$ cat config.mk
export PLATFORM = sky130hd
export DESIGN_NAME = frc_regs
export DESIGN_NICKNAME = d
export VERILOG_FILES = /design/src/rtl/frc_pkg.sv /design/src/rtl/frc_shift_if.sv /design/src/rtl/frc_shift_calc.sv /design/src/rtl/frc_regs.sv
export SDC_FILE = /design/constraint.sdc
export NUM_CORES = 1
export LEC_CHECK = 0
export BUFFER_PORTS_ARGS = -buffer_cell sky130_fd_sc_hd__buf_2
export CAP_MARGIN = 20
export CORE_UTILIZATION = 51
export DETAILED_ROUTE_END_ITERATION = 6
export GPL_TIMING_DRIVEN = 0
export PLACE_DENSITY = 0.85
export SLEW_MARGIN = 20
export SYNTH_ARGS = -nofsm -noshare
export SYNTH_HDL_FRONTEND = slang
export SYNTH_SLANG_ARGS = --single-unit
$ cat constraint.sdc
create_clock -name core_clk_i -period 2.84 [get_ports core_clk_i]
set_input_delay 0.71 -clock core_clk_i [delete_from_list [all_inputs] [get_ports core_clk_i]]
set_output_delay 0.71 -clock core_clk_i [all_outputs]
set_load 0.05 [all_outputs]
$ cat src/rtl/frc_pkg.sv
package frc_pkg;

  // Register indices; the bus byte address is four times the index.
  localparam logic [7:0] IDX_RATE_WRITE   = 8'h04;
  localparam logic [7:0] IDX_DATA_PORT    = 8'h05;
  localparam logic [7:0] IDX_SENSE_CONFIG = 8'h07;
  localparam logic [7:0] IDX_MODE         = 8'h08;
  localparam logic [7:0] IDX_FIFO_SETUP   = 8'h09;
  localparam logic [7:0] IDX_STATUS       = 8'h0a;

  localparam logic [7:0] ADDR_RATE_WRITE   = {IDX_RATE_WRITE[5:0], 2'b00};
  localparam logic [7:0] ADDR_DATA_PORT    = {IDX_DATA_PORT[5:0], 2'b00};
  localparam logic [7:0] ADDR_SENSE_CONFIG = {IDX_SENSE_CONFIG[5:0], 2'b00};
  localparam logic [7:0] ADDR_MODE         = {IDX_MODE[5:0], 2'b00};
  localparam logic [7:0] ADDR_FIFO_SETUP   = {IDX_FIFO_SETUP[5:0], 2'b00};
  localparam logic [7:0] ADDR_STATUS       = {IDX_STATUS[5:0], 2'b00};

  typedef enum logic [1:0]
  {
    MODE_BASIC = 2'h0,
    MODE_EXT1  = 2'h1,
    MODE_EXT2  = 2'h3
  } frc_mode_type;

  localparam logic [1:0] RATE_500K = 2'h0;
  localparam logic [1:0] RATE_300K = 2'h1;
  localparam logic [1:0] RATE_250K = 2'h2;
  localparam logic [1:0] RATE_1M   = 2'h3;

  localparam logic [2:0] SHIFT_DEFAULT    = 3'h0;
  localparam logic [2:0] SHIFT_OFF        = 3'h7;
  localparam logic [2:0] SHIFT_NONE_STEPS = 3'h0;
  localparam logic [2:0] DEF_STEPS_LOW    = 3'h3;
  localparam logic [2:0] DEF_STEPS_1M     = 3'h1;

  // One shift step is 41.67 ns, held here in picoseconds.
  localparam logic [17:0] SHIFT_STEP_PS = 18'h0a2c6;

  // Field positions.
  localparam int RW_RESET_BIT    = 7;
  localparam int RW_PDOWN_BIT    = 6;
  localparam int RW_SHIFT_LSB    = 2;
  localparam int RATE_LSB        = 0;
  localparam int CC_SKIP_BIT     = 2;
  localparam int SENSE_MEDIA_BIT = 7;
  localparam int FS_EN_BIT       = 4;
  localparam int FS_THR_LSB      = 0;

  localparam logic [3:0] SENSE_EXT1_ONES = 4'hf;
  localparam logic [2:0] SENSE_EXT2_ONES = 3'h7;

  // Reset values.
  localparam logic [1:0] RATE_RESET  = RATE_500K;
  localparam logic [2:0] SHIFT_RESET = SHIFT_DEFAULT;
  localparam logic [3:0] THR_RESET   = 4'h0;

  localparam logic [1:0] RESP_OKAY   = 2'h0;
  localparam logic [1:0] RESP_SLVERR = 2'h2;

endpackage

$ cat src/rtl/frc_shift_if.sv
`timescale 1ns/10ps
interface frc_shift_if;
  logic [2:0]  write_shift_select;
  logic [1:0]  rate_select;
  logic [2:0]  shift_steps;
  logic [17:0] shift_delay_ps;

  modport regs
  (
    output write_shift_select,
    output rate_select,
    input  shift_steps,
    input  shift_delay_ps
  );

  modport calc
  (
    input  write_shift_select,
    input  rate_select,
    output shift_steps,
    output shift_delay_ps
  );
endinterface

$ cat src/rtl/frc_shift_calc.sv
`timescale 1ns/10ps
module frc_shift_calc
(
  input  wire logic core_clk_i,
  input  wire logic rstn_i,
  frc_shift_if.calc sh
);

  logic [2:0] steps_nxt;

  always_comb
  begin
    case (sh.write_shift_select)
      frc_pkg::SHIFT_DEFAULT:
      begin
        if (sh.rate_select == frc_pkg::RATE_1M)
        begin
          steps_nxt = frc_pkg::DEF_STEPS_1M;
        end
        else
        begin
          steps_nxt = frc_pkg::DEF_STEPS_LOW;
        end
      end
      frc_pkg::SHIFT_OFF: steps_nxt = frc_pkg::SHIFT_NONE_STEPS;
      default:            steps_nxt = sh.write_shift_select;
    endcase
  end

  // Registered so the shift never glitches while the rate is rewritten.
  always_ff @(posedge core_clk_i)
  begin
    if (!rstn_i)
    begin
      sh.shift_steps    <= frc_pkg::SHIFT_NONE_STEPS;
      sh.shift_delay_ps <= '0;
    end
    else
    begin
      sh.shift_steps    <= steps_nxt;
      sh.shift_delay_ps <= 18'(steps_nxt * frc_pkg::SHIFT_STEP_PS);
    end
  end

endmodule

$ cat src/rtl/frc_regs.sv
// How it works
// - Shift code maps to steps of 41.67 ns.
// - Default shift: 125 ns, 41.67 ns at 1M.
// - rate_select sets rate and write-current level.
// - Data port presents one of four stacked status bytes, picked by stack_sel_i.
// - FIFO disabled after reset; setup command changes it.
// - Basic mode: bit 7 inverted media change only.
// - First extended: media, ones, rate in bits 2:1.
// - First extended bit 0 flags low-density rates.
// - Second extended: raw media, ones, rate bits 1:0.
// - Second extended bit 3 mirrors transfer enable.
// - Second extended bit 2 returns skip flag.
// - Config write sets rate; reserved bits written zero.
// - Second extended config bit 2 stores skip flag.
// - Latest rate or config write decides the rate.
// - Rate write: shift bits 4:2, reset, power-down.
`timescale 1ns/10ps
module frc_regs
(
  input  wire logic        core_clk_i,
  input  wire logic        rstn_i,
  input  wire logic [7:0]  s_axi_awaddr_i,
  input  wire logic        s_axi_awvalid_i,
  output logic             s_axi_awready_o,
  input  wire logic [31:0] s_axi_wdata_i,
  input  wire logic [3:0]  s_axi_wstrb_i,
  input  wire logic        s_axi_wvalid_i,
  output logic             s_axi_wready_o,
  output logic [1:0]       s_axi_bresp_o,
  output logic             s_axi_bvalid_o,
  input  wire logic        s_axi_bready_i,
  input  wire logic [7:0]  s_axi_araddr_i,
  input  wire logic        s_axi_arvalid_i,
  output logic             s_axi_arready_o,
  output logic [31:0]      s_axi_rdata_o,
  output logic [1:0]       s_axi_rresp_o,
  output logic             s_axi_rvalid_o,
  input  wire logic        s_axi_rready_i,
  input  wire logic        media_change_n_i,
  input  wire logic        transfer_req_en_i,
  input  wire logic [1:0]  stack_sel_i,
  input  wire logic [31:0] stack_bytes_i,
  output logic             data_wr_o,
  output logic [7:0]       data_byte_o,
  output logic             data_rd_o,
  output logic [1:0]       rate_select_o,
  output logic             low_write_current_n_o,
  output logic [2:0]       shift_steps_o,
  output logic [17:0]      shift_delay_ps_o,
  output logic             skip_shift_o,
  output logic             power_down_o,
  output logic             sw_reset_o,
  output logic             fifo_enable_o,
  output logic [3:0]       fifo_threshold_o
);

  typedef enum logic
  {
    WR_IDLE = 1'b0,
    WR_RESP = 1'b1
  } frc_wr_state_type;

  typedef enum logic
  {
    RD_IDLE = 1'b0,
    RD_DATA = 1'b1
  } frc_rd_state_type;

  frc_wr_state_type         wr_state_r;
  frc_rd_state_type         rd_state_r;
  logic                     aw_hold_r;
  logic                     w_hold_r;
  logic [7:0]               aw_addr_r;
  logic [31:0]              w_data_r;
  logic [3:0]               w_strb_r;
  logic [7:0]               wr_addr;
  logic [7:0]               wr_byte;
  logic                     wr_lane0;
  logic                     aw_have;
  logic                     w_have;
  logic                     do_write;
  logic                     do_read;
  logic                     rd_hit;
  logic [7:0]               rd_byte;
  logic                     wr_hit;
  logic [1:0]               rate_select_r;
  logic [2:0]               write_shift_select_r;
  logic                     skip_shift_r;
  logic                     power_down_r;
  logic                     fifo_enable_r;
  logic [3:0]               fifo_threshold_r;
  frc_pkg::frc_mode_type    mode_r;
  logic                     media_meta_r;
  logic                     media_sync_r;
  logic                     hd_media_flag;
  logic [7:0]               sense_byte;

  frc_shift_if sh_if ();

  frc_shift_calc u_shift
  (
    .core_clk_i (core_clk_i),
    .rstn_i     (rstn_i),
    .sh         (sh_if.calc)
  );

  assign sh_if.write_shift_select = write_shift_select_r;
  assign sh_if.rate_select        = rate_select_r;
  assign shift_steps_o            = sh_if.shift_steps;
  assign shift_delay_ps_o         = sh_if.shift_delay_ps;

  // Media change comes from the drive cable, so it is synchronised first.
  always_ff @(posedge core_clk_i)
  begin
    if (!rstn_i)
    begin
      media_meta_r <= 1'b1;
      media_sync_r <= 1'b1;
    end
    else
    begin
      media_meta_r <= media_change_n_i;
      media_sync_r <= media_meta_r;
    end
  end

  // Write channel: address and data are taken in either order.
  assign s_axi_awready_o = (wr_state_r == WR_IDLE) && !aw_hold_r;
  assign s_axi_wready_o  = (wr_state_r == WR_IDLE) && !w_hold_r;
  assign aw_have  = aw_hold_r || s_axi_awvalid_i;
  assign w_have   = w_hold_r || s_axi_wvalid_i;
  assign do_write = (wr_state_r == WR_IDLE) && aw_have && w_have;
  assign wr_addr  = aw_hold_r ? aw_addr_r : s_axi_awaddr_i;
  assign wr_byte  = w_hold_r ? w_data_r[7:0] : s_axi_wdata_i[7:0];
  assign wr_lane0 = w_hold_r ? w_strb_r[0] : s_axi_wstrb_i[0];

  always_comb
  begin
    case (wr_addr)
      frc_pkg::ADDR_RATE_WRITE:   wr_hit = 1'b1;
      frc_pkg::ADDR_DATA_PORT:    wr_hit = 1'b1;
      frc_pkg::ADDR_SENSE_CONFIG: wr_hit = 1'b1;
      frc_pkg::ADDR_MODE:         wr_hit = 1'b1;
      frc_pkg::ADDR_FIFO_SETUP:   wr_hit = 1'b1;
      default:                    wr_hit = 1'b0;
    endcase
  end

  always_ff @(posedge core_clk_i)
  begin
    if (!rstn_i)
    begin
      wr_state_r     <= WR_IDLE;
      aw_hold_r      <= 1'b0;
      w_hold_r       <= 1'b0;
      aw_addr_r      <= '0;
      w_data_r       <= '0;
      w_strb_r       <= '0;
      s_axi_bvalid_o <= 1'b0;
      s_axi_bresp_o  <= frc_pkg::RESP_OKAY;
    end
    else
    begin
      case (wr_state_r)
        WR_IDLE:
        begin
          if (do_write)
          begin
            aw_hold_r      <= 1'b0;
            w_hold_r       <= 1'b0;
            s_axi_bvalid_o <= 1'b1;
            s_axi_bresp_o  <= wr_hit ? frc_pkg::RESP_OKAY
                                     : frc_pkg::RESP_SLVERR;
            wr_state_r     <= WR_RESP;
          end
          else
          begin
            if (s_axi_awvalid_i && !aw_hold_r)
            begin
              aw_hold_r <= 1'b1;
              aw_addr_r <= s_axi_awaddr_i;
            end
            if (s_axi_wvalid_i && !w_hold_r)
            begin
              w_hold_r <= 1'b1;
              w_data_r <= s_axi_wdata_i;
              w_strb_r <= s_axi_wstrb_i;
            end
          end
        end
        WR_RESP:
        begin
          if (s_axi_bready_i)
          begin
            s_axi_bvalid_o <= 1'b0;
            wr_state_r     <= WR_IDLE;
          end
        end
        default: wr_state_r <= WR_IDLE;
      endcase
    end
  end

  // Rate selection: whichever of the two registers was written last wins.
  always_ff @(posedge core_clk_i)
  begin
    if (!rstn_i)
    begin
      rate_select_r        <= frc_pkg::RATE_RESET;
      write_shift_select_r <= frc_pkg::SHIFT_RESET;
      power_down_r         <= 1'b0;
      skip_shift_r         <= 1'b0;
      mode_r               <= frc_pkg::MODE_BASIC;
    end
    else if (do_write && wr_lane0)
    begin
      case (wr_addr)
        frc_pkg::ADDR_RATE_WRITE:
        begin
          rate_select_r        <= wr_byte[frc_pkg::RATE_LSB +: 2];
          write_shift_select_r <= wr_byte[frc_pkg::RW_SHIFT_LSB +: 3];
          power_down_r         <= wr_byte[frc_pkg::RW_PDOWN_BIT];
        end
        frc_pkg::ADDR_SENSE_CONFIG:
        begin
          rate_select_r <= wr_byte[frc_pkg::RATE_LSB +: 2];
          if (mode_r == frc_pkg::MODE_EXT2)
          begin
            // The flag is stored for readback and drives skip_shift_o; the shift ignores it.
            skip_shift_r <= wr_byte[frc_pkg::CC_SKIP_BIT];
          end
        end
        frc_pkg::ADDR_MODE:
        begin
          case (wr_byte[1:0])
            frc_pkg::MODE_EXT1: mode_r <= frc_pkg::MODE_EXT1;
            frc_pkg::MODE_EXT2: mode_r <= frc_pkg::MODE_EXT2;
            default:            mode_r <= frc_pkg::MODE_BASIC;
          endcase
        end
        default: mode_r <= mode_r;
      endcase
    end
  end

  // Only the setup command may touch FIFO operation.
  always_ff @(posedge core_clk_i)
  begin
    if (!rstn_i)
    begin
      fifo_enable_r    <= 1'b0;
      fifo_threshold_r <= frc_pkg::THR_RESET;
    end
    else if (do_write && wr_lane0 && wr_addr == frc_pkg::ADDR_FIFO_SETUP)
    begin
      fifo_enable_r    <= wr_byte[frc_pkg::FS_EN_BIT];
      fifo_threshold_r <= wr_byte[frc_pkg::FS_THR_LSB +: 4];
    end
  end

  // Pulses toward the command engine and the soft reset.
  always_ff @(posedge core_clk_i)
  begin
    if (!rstn_i)
    begin
      data_wr_o   <= 1'b0;
      data_byte_o <= '0;
      sw_reset_o  <= 1'b0;
    end
    else
    begin
      data_wr_o  <= do_write && wr_lane0 &&
                    wr_addr == frc_pkg::ADDR_DATA_PORT;
      sw_reset_o <= do_write && wr_lane0 &&
                    wr_addr == frc_pkg::ADDR_RATE_WRITE &&
                    wr_byte[frc_pkg::RW_RESET_BIT];
      if (do_write && wr_lane0 && wr_addr == frc_pkg::ADDR_DATA_PORT)
      begin
        data_byte_o <= wr_byte;
      end
    end
  end

  // Input sense byte; bits that are undriven on a real bus read as zero.
  assign hd_media_flag = (rate_select_r == frc_pkg::RATE_250K) ||
                         (rate_select_r == frc_pkg::RATE_300K);

  always_comb
  begin
    case (mode_r)
      frc_pkg::MODE_EXT1:
      begin
        sense_byte = {!media_sync_r, frc_pkg::SENSE_EXT1_ONES,
                      rate_select_r, hd_media_flag};
      end
      frc_pkg::MODE_EXT2:
      begin
        sense_byte = {media_sync_r, frc_pkg::SENSE_EXT2_ONES,
                      transfer_req_en_i, skip_shift_r,
                      rate_select_r};
      end
      default:
      begin
        sense_byte = '0;
        sense_byte[frc_pkg::SENSE_MEDIA_BIT] = !media_sync_r;
      end
    endcase
  end

  // Read channel: one read at a time, answered the cycle after arvalid.
  assign s_axi_arready_o = (rd_state_r == RD_IDLE);
  assign do_read         = s_axi_arvalid_i && (rd_state_r == RD_IDLE);

  always_comb
  begin
    rd_hit  = 1'b1;
    rd_byte = '0;
    case (s_axi_araddr_i)
      frc_pkg::ADDR_DATA_PORT:    rd_byte = stack_bytes_i[stack_sel_i*8 +: 8];
      frc_pkg::ADDR_SENSE_CONFIG: rd_byte = sense_byte;
      frc_pkg::ADDR_MODE:         rd_byte = {6'h00, mode_r};
      frc_pkg::ADDR_FIFO_SETUP:   rd_byte = {3'h0, fifo_enable_r,
                                             fifo_threshold_r};
      frc_pkg::ADDR_STATUS:       rd_byte = {power_down_r, skip_shift_r,
                                             sh_if.shift_steps,
                                             fifo_enable_r, rate_select_r};
      default:                    rd_hit  = 1'b0;
    endcase
  end

  always_ff @(posedge core_clk_i)
  begin
    if (!rstn_i)
    begin
      rd_state_r     <= RD_IDLE;
      s_axi_rvalid_o <= 1'b0;
      s_axi_rdata_o  <= '0;
      s_axi_rresp_o  <= frc_pkg::RESP_OKAY;
      data_rd_o      <= 1'b0;
    end
    else
    begin
      data_rd_o <= do_read && s_axi_araddr_i == frc_pkg::ADDR_DATA_PORT;
      case (rd_state_r)
        RD_IDLE:
        begin
          if (do_read)
          begin
            s_axi_rvalid_o <= 1'b1;
            s_axi_rdata_o  <= {24'h000000, rd_byte};
            s_axi_rresp_o  <= rd_hit ? frc_pkg::RESP_OKAY
                                     : frc_pkg::RESP_SLVERR;
            rd_state_r     <= RD_DATA;
          end
        end
        RD_DATA:
        begin
          if (s_axi_rready_i)
          begin
            s_axi_rvalid_o <= 1'b0;
            rd_state_r     <= RD_IDLE;
          end
        end
        default: rd_state_r <= RD_IDLE;
      endcase
    end
  end

  // Reduced write current is active low: high at 500k and 1M.
  assign low_write_current_n_o = (rate_select_r == frc_pkg::RATE_500K) ||
                                 (rate_select_r == frc_pkg::RATE_1M);
  assign rate_select_o    = rate_select_r;
  assign skip_shift_o     = skip_shift_r;
  assign power_down_o     = power_down_r;
  assign fifo_enable_o    = fifo_enable_r;
  assign fifo_threshold_o = fifo_threshold_r;

endmodule

==> impl_metrics.toml, run 1 <==
[timing]
layout_min_cycle_time_ns = 2.29
finalHoldViolations = 0
finalCritPeriodShare_pct = 80.7
rsz0062_at_grt = "no"
maxSlewViolCount = 0
tns_ns = 0
fmax_ghz = 0.436
setup_viol = 0
fin_worst_skew_ns = 0.00646
slew_headroom_pct = 59.9
tightest_slew_ns = 0.602

[clock_network]
cts_resized = 0
cts_root_buf = "clkbuf_8"
cts_hold_buf = 0
cts_tree = "built"
clk_latency_ns = 0.35
clkTransAtPathRegs_ns = 0.07
post_cts_buffers = 0
clk_path_buf_depth = 2
cts_sinks = 74
cts.htree.levels = 3
cts_buffers = 9

[worst_setup_path]
max_stage_delay_ns = 0.48
crit_buf_inv = 2
crit_start = "w_hold_r$_SDFFE_PN0P_"
cpLargestDelayFamily = "buffers and inverters"
critPathMaxFanout = 10
critPathKind = "flip-flop to output pin"
crit_required_ns = 2.13
worstPathArrival_ns = 1.58
r2r-start = "rate_select_o[0]$_SDFFE_PN0P_"
cpMaxStageDelayCell = "clkbuf_1"
cp-start-kind = "flip-flop"
end_kind = "output pin"
crit_chain = "clkbuf_1 > nor2_1 > buf_2"

[cells_and_area]
n_antenna_cell = 0
seq_area_um2 = 1480
multi_input_area_um2 = 2260
layout-drive-gt1-share_pct = 34.9
nets = 682
n_fill_cell = 597
area_growth_pct = 24.3

[global_routing]
antenna_found_initial = 0
grt_util_met1_pct = 30.1
met3_usage_pct = 5.56
grtUsageMet2_pct = 43.8
grt_start_max_net_pins = 11
grt_pass1_wl_um = 16400
grt_pass1_vias = 3442
overflow = 0
grtUsageTotal_pct = 25.1
grt_busiest_layer = "met2"

[synthesis]
synth-compound-area-share_pct = 13.1
synth-seq-cells = 74
ys.flop_type = "dfxtp_1"
ys_seq_area_share_pct = 37.0
synth.most_common_cell = "dfxtp_1"
syn_area_um2 = 4000
synth_top_family_by_area = "multiplexers"
synthTopCellsByCount = "dfxtp_1, mux2i_1, nand2_1"
synth_warnings = 0
synth_cell_types = 67
synth_top_area_cell = "dfxtp_1"
async_flop_share_pct = 0
synthAdderAreaFrac_pct = 1.81
synth_top_cell_area_share_pct = 37.0
muxShareOfSynthArea_pct = 19.1
synth_edf_count = 0
yosys.area_share.simple_pct = 18.7
synth_area_leaders = "dfxtp_1, mux2i_1, buf_4, nand2_1, nor2_1"
postSynthCellCount = 423
postSynthAreaPerCell_um2 = 9.46
synth_xor_area_share_pct = 1.09

[worst_hold_path]
hold_start = "media_meta_r$_SDFF_PN1_"
holdCritPathClass = "flip-flop to flip-flop"

[die]
initial_core_util_pct = 54.0
top_level_ports = 178
rows = 31
die_h_um = 90.6
die-area_um2 = 8200
core_um2 = 7410
die_w_um = 90.6

[power]
p_per_area_nw_per_um2 = 460
vdd_drop_max_v = 0.000299
power.leakage_uw = 0.00231
total_power_uw = 2290

[job]
cap_viol_max_count = 0

[drt]
num_vias = 3641
via_per_inst = 5.33
drtPass1Iterations = 5
postRouteWirelength_um = 10300
drt_iter0_drc = 193
wl_per_cell_um = 15.0
ant_nets = 0
drc = 0

[place]
dp_hpwl_um = 7900
portBuffers = 122
gp_congestion = 0.847

[run_status]
status = "completed"
worst register-to-register path, delay by kind of cell, from the launching register on:
family | cells | cell delay (ns)
adder cells (fa/ha/maj) | 3 | 0.67
AND/OR/NAND/NOR | 3 | 0.65
AO/OA/AOI/OAI | 3 | 0.47
flip-flops | 1 | 0.37
routing by layer:
metal / vias up / wire length [µm]
li1: 1754 / -
met1: 1714 / 4250
met2: 155 / 5100
met3: 18 / 704
met4: 0 / 212
met5: - / 0
metrics by stage:
step                instances  hold slack, ns  worst slack (ns)  cell area, µm²  utilization [%]
floorplan                 449           0.386             0.678            4100                -
global placement          670           0.388             0.556            4830             65.2
detailed placement        670           0.392             0.488            4830             65.2
CTS                       683           0.419             0.549            4970             67.1
global route              683           0.450             0.406            4970             67.1
finish                    683           0.414             0.548            4970             67.1
final cells by class:
type,instances,area share [%]
sequential,74,29.8
buffer,52,6.64
tap,99,2.49
clock inverter,1,0.101
inverter,8,0.604
timing repair buffer,122,12.3
multi-input combinational,315,45.4
clock buffer,12,2.72
worst paths after layout:
path / endpoint / slack, ns / cells after the start
hold reg to reg: media_sync_r$_SDFF_PN1_ / 0.41 / 1
hold / removal: media_sync_r$_SDFF_PN1_ / 0.41 / 1
setup / recovery: s_axi_wready_o / 0.55 / 3
setup reg to reg: u_shift.sh.shift_delay_ps[10]$_SDFF_PN0_ / 0.61 / 9
state kept, by name, indices dropped and copies added, names as in the netlist, 2 cells and up:
| register | flops |
|---|---|
| u_shift.sh.shift_delay_ps | 13 |
| aw_addr_r | 8 |
| data_byte_o | 8 |
| s_axi_rdata_o | 8 |
| w_data_r | 8 |
| fifo_threshold_o | 4 |
| sh_if.write_shift_select | 3 |
| mode_r | 2 |
| rate_select_o | 2 |
where the power goes:
group / leakage (µW) / switching, µW / total [µW] / internal (µW)
clock network: 0.0000722 / 363 / 665 / 302
registers: 0.000603 / 24.2 / 1100 / 1070
logic: 0.00163 / 344 / 524 / 180
total: 0.00231 / 731 / 2290 / 1560
kinds of logic (layout without fill, tap and decap cells):
logic type / after synthesis / in the layout
AND/OR/NAND/NOR: 133 / 133
flip-flops: 74 / 74
multiplexers: 70 / 70
AO/OA/AOI/OAI: 74 / 74
buffers and inverters: 60 / 195
adder cells (fa/ha/maj): 6 / 6
other: 1 / 27
XOR/XNOR: 5 / 5
cells in the final DEF (no fill, tap or decap), types with 5 or more instances in the layout:
cell      netlist  final
clkbuf_8        0      9
nor2_1         39     39
buf_2           3    125
buf_4          33     33
o22ai_1         5      5
clkbuf_1       14     17
a21oi_1        21     21
o21ai_0        16     16
ha_1            5      5
nand2b_1        5      5
conb_1          1     27
dfxtp_1        74     74
and2_1          8      8
nand2_1        42     42
mux2_2         11     11
mux2i_1        54     54
inv_1           7      7
Power figures use the tool's default switching activity.
==> inputs of run 2 (changes only) <==
Settings changed: ABC_AREA set to 1, CORE_UTILIZATION 51 to 43, PLACE_DENSITY 0.85 to 0.77.
Clock period 2.84 ns to 2 ns, I/O delays scaled along.
==> run 2 against run 1 <==
  * The run now ends with design-rule violations left
  * Global-route usage shrank 1.9 points
  * Via count grew 17%
  * Critical path type unchanged
  * Largest power group unchanged
  * Wire length grew 7.3%
  * Die area grew 17%
  * Clock-buffer cell count shrank 2
  * Clock power grew 110%
  * Highest routed layer unchanged
==> impl_metrics.toml, run 2 <==
[power]
total_power_uw = 3650
p_per_area_nw_per_um2 = 724
vdd_drop_max_v = 0.000367
power.leakage_uw = 0.00246

[worst_setup_path]
cp-start-kind = "flip-flop"
crit_required_ns = 1.50
end_kind = "output pin"
critPathKind = "flip-flop to output pin"
reg2reg_depth = 11
critPathMaxFanout = 5
worstPathArrival_ns = 1.36

[timing]
setup_viol = 0
tightest_slew_ns = 0.649
tns_ns = 0
maxSlewViolCount = 0
finalCritPeriodShare_pct = 92.8
fmax_ghz = 0.539
fin_worst_skew_ns = 0.00904
slew_headroom_pct = 56.7
rsz0062_at_grt = "no"
finalHoldViolations = 0
layout_min_cycle_time_ns = 1.86

[drt]
num_vias = 4260
postRouteWirelength_um = 11000
via_per_inst = 4.94
drt_iter0_drc = 260
wl_per_cell_um = 12.8
ant_nets = 0
drc = 19
drtPass1Iterations = 7

[cells_and_area]
largest_register_ffs = 13
stdcell_count = 863
top_register = "u_shift.sh.shift_delay_ps"
area_growth_pct = 27.4
layout-drive-gt1-share_pct = 25.6
nets = 850
seq_area_um2 = 1480
multi_input_area_um2 = 1970
n_fill_cell = 857
n_antenna_cell = 0
layout_common_cells = "buf_2, nand2_1, inv_1, dfxtp_1, o21ai_0"
mostFrequentLayoutCell = "buf_2"
utilization_pct = 57.3

[job]
cap_viol_max_count = 0

[clock_network]
clk_latency_ns = 0.35
cts_tree = "built"
clkTransAtPathRegs_ns = 0.09
cts_sinks = 74
clk_path_buf_depth = 2
cts_root_buf = "clkbuf_8"
cts_buffers = 9
cts.htree.levels = 3

[global_routing]
grt_start_max_net_pins = 15
overflow = 0
antenna_found_initial = 0
grt_pass1_vias = 3836
grtUsageTotal_pct = 23.2
grt_pass1_wl_um = 17900

[synthesis]
synth_edf_count = 0
yosys.area_share.simple_pct = 25.8
synth-seq-cells = 74
synth.most_common_cell = "nand2_1"
synth_top_area_cell = "dfxtp_1"
synth_xor_area_share_pct = 0.221
synthTopCellsByCount = "nand2_1, dfxtp_1, inv_1"
synth-compound-area-share_pct = 19.1
async_flop_share_pct = 0
synth_cell_types = 33
postSynthAreaPerCell_um2 = 6.70
ys.flop_type = "dfxtp_1"
synth_top_cell_area_share_pct = 37.4
ys_seq_area_share_pct = 37.4
synth_area_leaders = "dfxtp_1, nand2_1, o21ai_0, a21oi_1, inv_1"
muxShareOfSynthArea_pct = 0.252
syn_area_um2 = 3970
synth_warnings = 0
synthAdderAreaFrac_pct = 1.58
postSynthCellCount = 592
synth_top_family_by_area = "simple AND/OR/NAND/NOR gates"

[die]
core_um2 = 8810
top_level_ports = 178
initial_core_util_pct = 45.0
die-area_um2 = 9610
die_w_um = 98.0
die_h_um = 98.0
rows = 34

[place]
dpl.cell_count = 847
portBuffers = 121
dp_hpwl_um = 8420
gp_congestion = 0.919

[run_status]
status = "finished with violations"
failed_checks = "design-rule violations"

[worst_hold_path]
hold_depth = 2
holdCritPathClass = "input port to flip-flop"
==> run 2: cell count changes after synthesis, sizes merged, moves of 38 or more <==
cell	previous run	this run
inv	7	73
mux2i	54	1
a21oi	21	60
nand2	42	109
nand3	4	42
o21ai	20	71
==> run 2: worst max-delay path: stages (launching register included) <==
cell and delay (ns):
dfxtp_2 0.35, ha_1 0.29, inv_1 0.10, buf_2 0.28
==> run 2: cell type report <==
cell class / count / share of cell area (%)
multi-input combinational: 417 / 39.0
inverter: 73 / 5.43
clock inverter: 6 / 1.93
timing repair buffer: 121 / 12.0
tap: 108 / 2.68
clock buffer: 10 / 2.73
buffer: 54 / 6.81
sequential: 74 / 29.4
==> run 2: logic make-up (layout without fill, tap and decap cells) <==
group / count (synthesis) / in the layout
compound gates: 144 / 144
fa+ha+maj: 5 / 5
xor+xnor: 1 / 1
flops: 74 / 74
simple gates: 239 / 239
buf+inv: 127 / 264
mux: 1 / 1
other cells: 1 / 27
==> run 2: per-stage QoR <==
| stage | hold slack [ns] | setup WS, ns | cell area (µm²) |
|---|---|---|---|
| 2_1_floorplan | 0.393 | 0.179 | 4070 |
| 3_3_place_gp | 0.401 | 0.0897 | 4810 |
| 3_5_place_dp | 0.405 | 0.0400 | 4810 |
| 4_1_cts | 0.344 | 0.0552 | 5040 |
| 5_1_grt | 0.335 | 0.0167 | 5050 |
| 6_report | 0.359 | 0.143 | 5050 |
==> run 2: path summary, 6_finish.rpt <==
check	end	slack (ns)	from
worst max-delay path	low_write_current_n_o	0.14	rate_select_o[0]$_SDFFE_PN0P_
worst max register to register	u_shift.sh.shift_delay_ps[11]$_SDFF_PN0_	0.18	sh_if.write_shift_select[2]$_SDFFE_PN0N_
worst min-delay path	media_meta_r$_SDFF_PN1_	0.36	media_change_n_i
worst min register to register	media_sync_r$_SDFF_PN1_	0.43	media_meta_r$_SDFF_PN1_
==> run 2: per-layer routing <==
metal	share of wire, %	vias to the layer above	global-route usage, %
li1	-	2183	-
met1	44	1896	29.8
met2	47	168	38.5
met3	7.8	13	4.58
met4	1.6	0	8.74
met5	0	-	0
==> run 2: repair_timing <==
action / CTS / global route
hold buffers: 0 / 0
gates resized for setup: 0 / 4
setup endpoints to repair: 0 / 3
setup buffers: 0 / 0
==> run 2: where the power goes <==
part	total [µW]	internal (µW)	switching [µW]	leakage, µW
clock	1370	755	612	0.000119
combinational	728	211	517	0.00173
sequential	1560	1530	27.0	0.000606
total	3650	2500	1160	0.00246
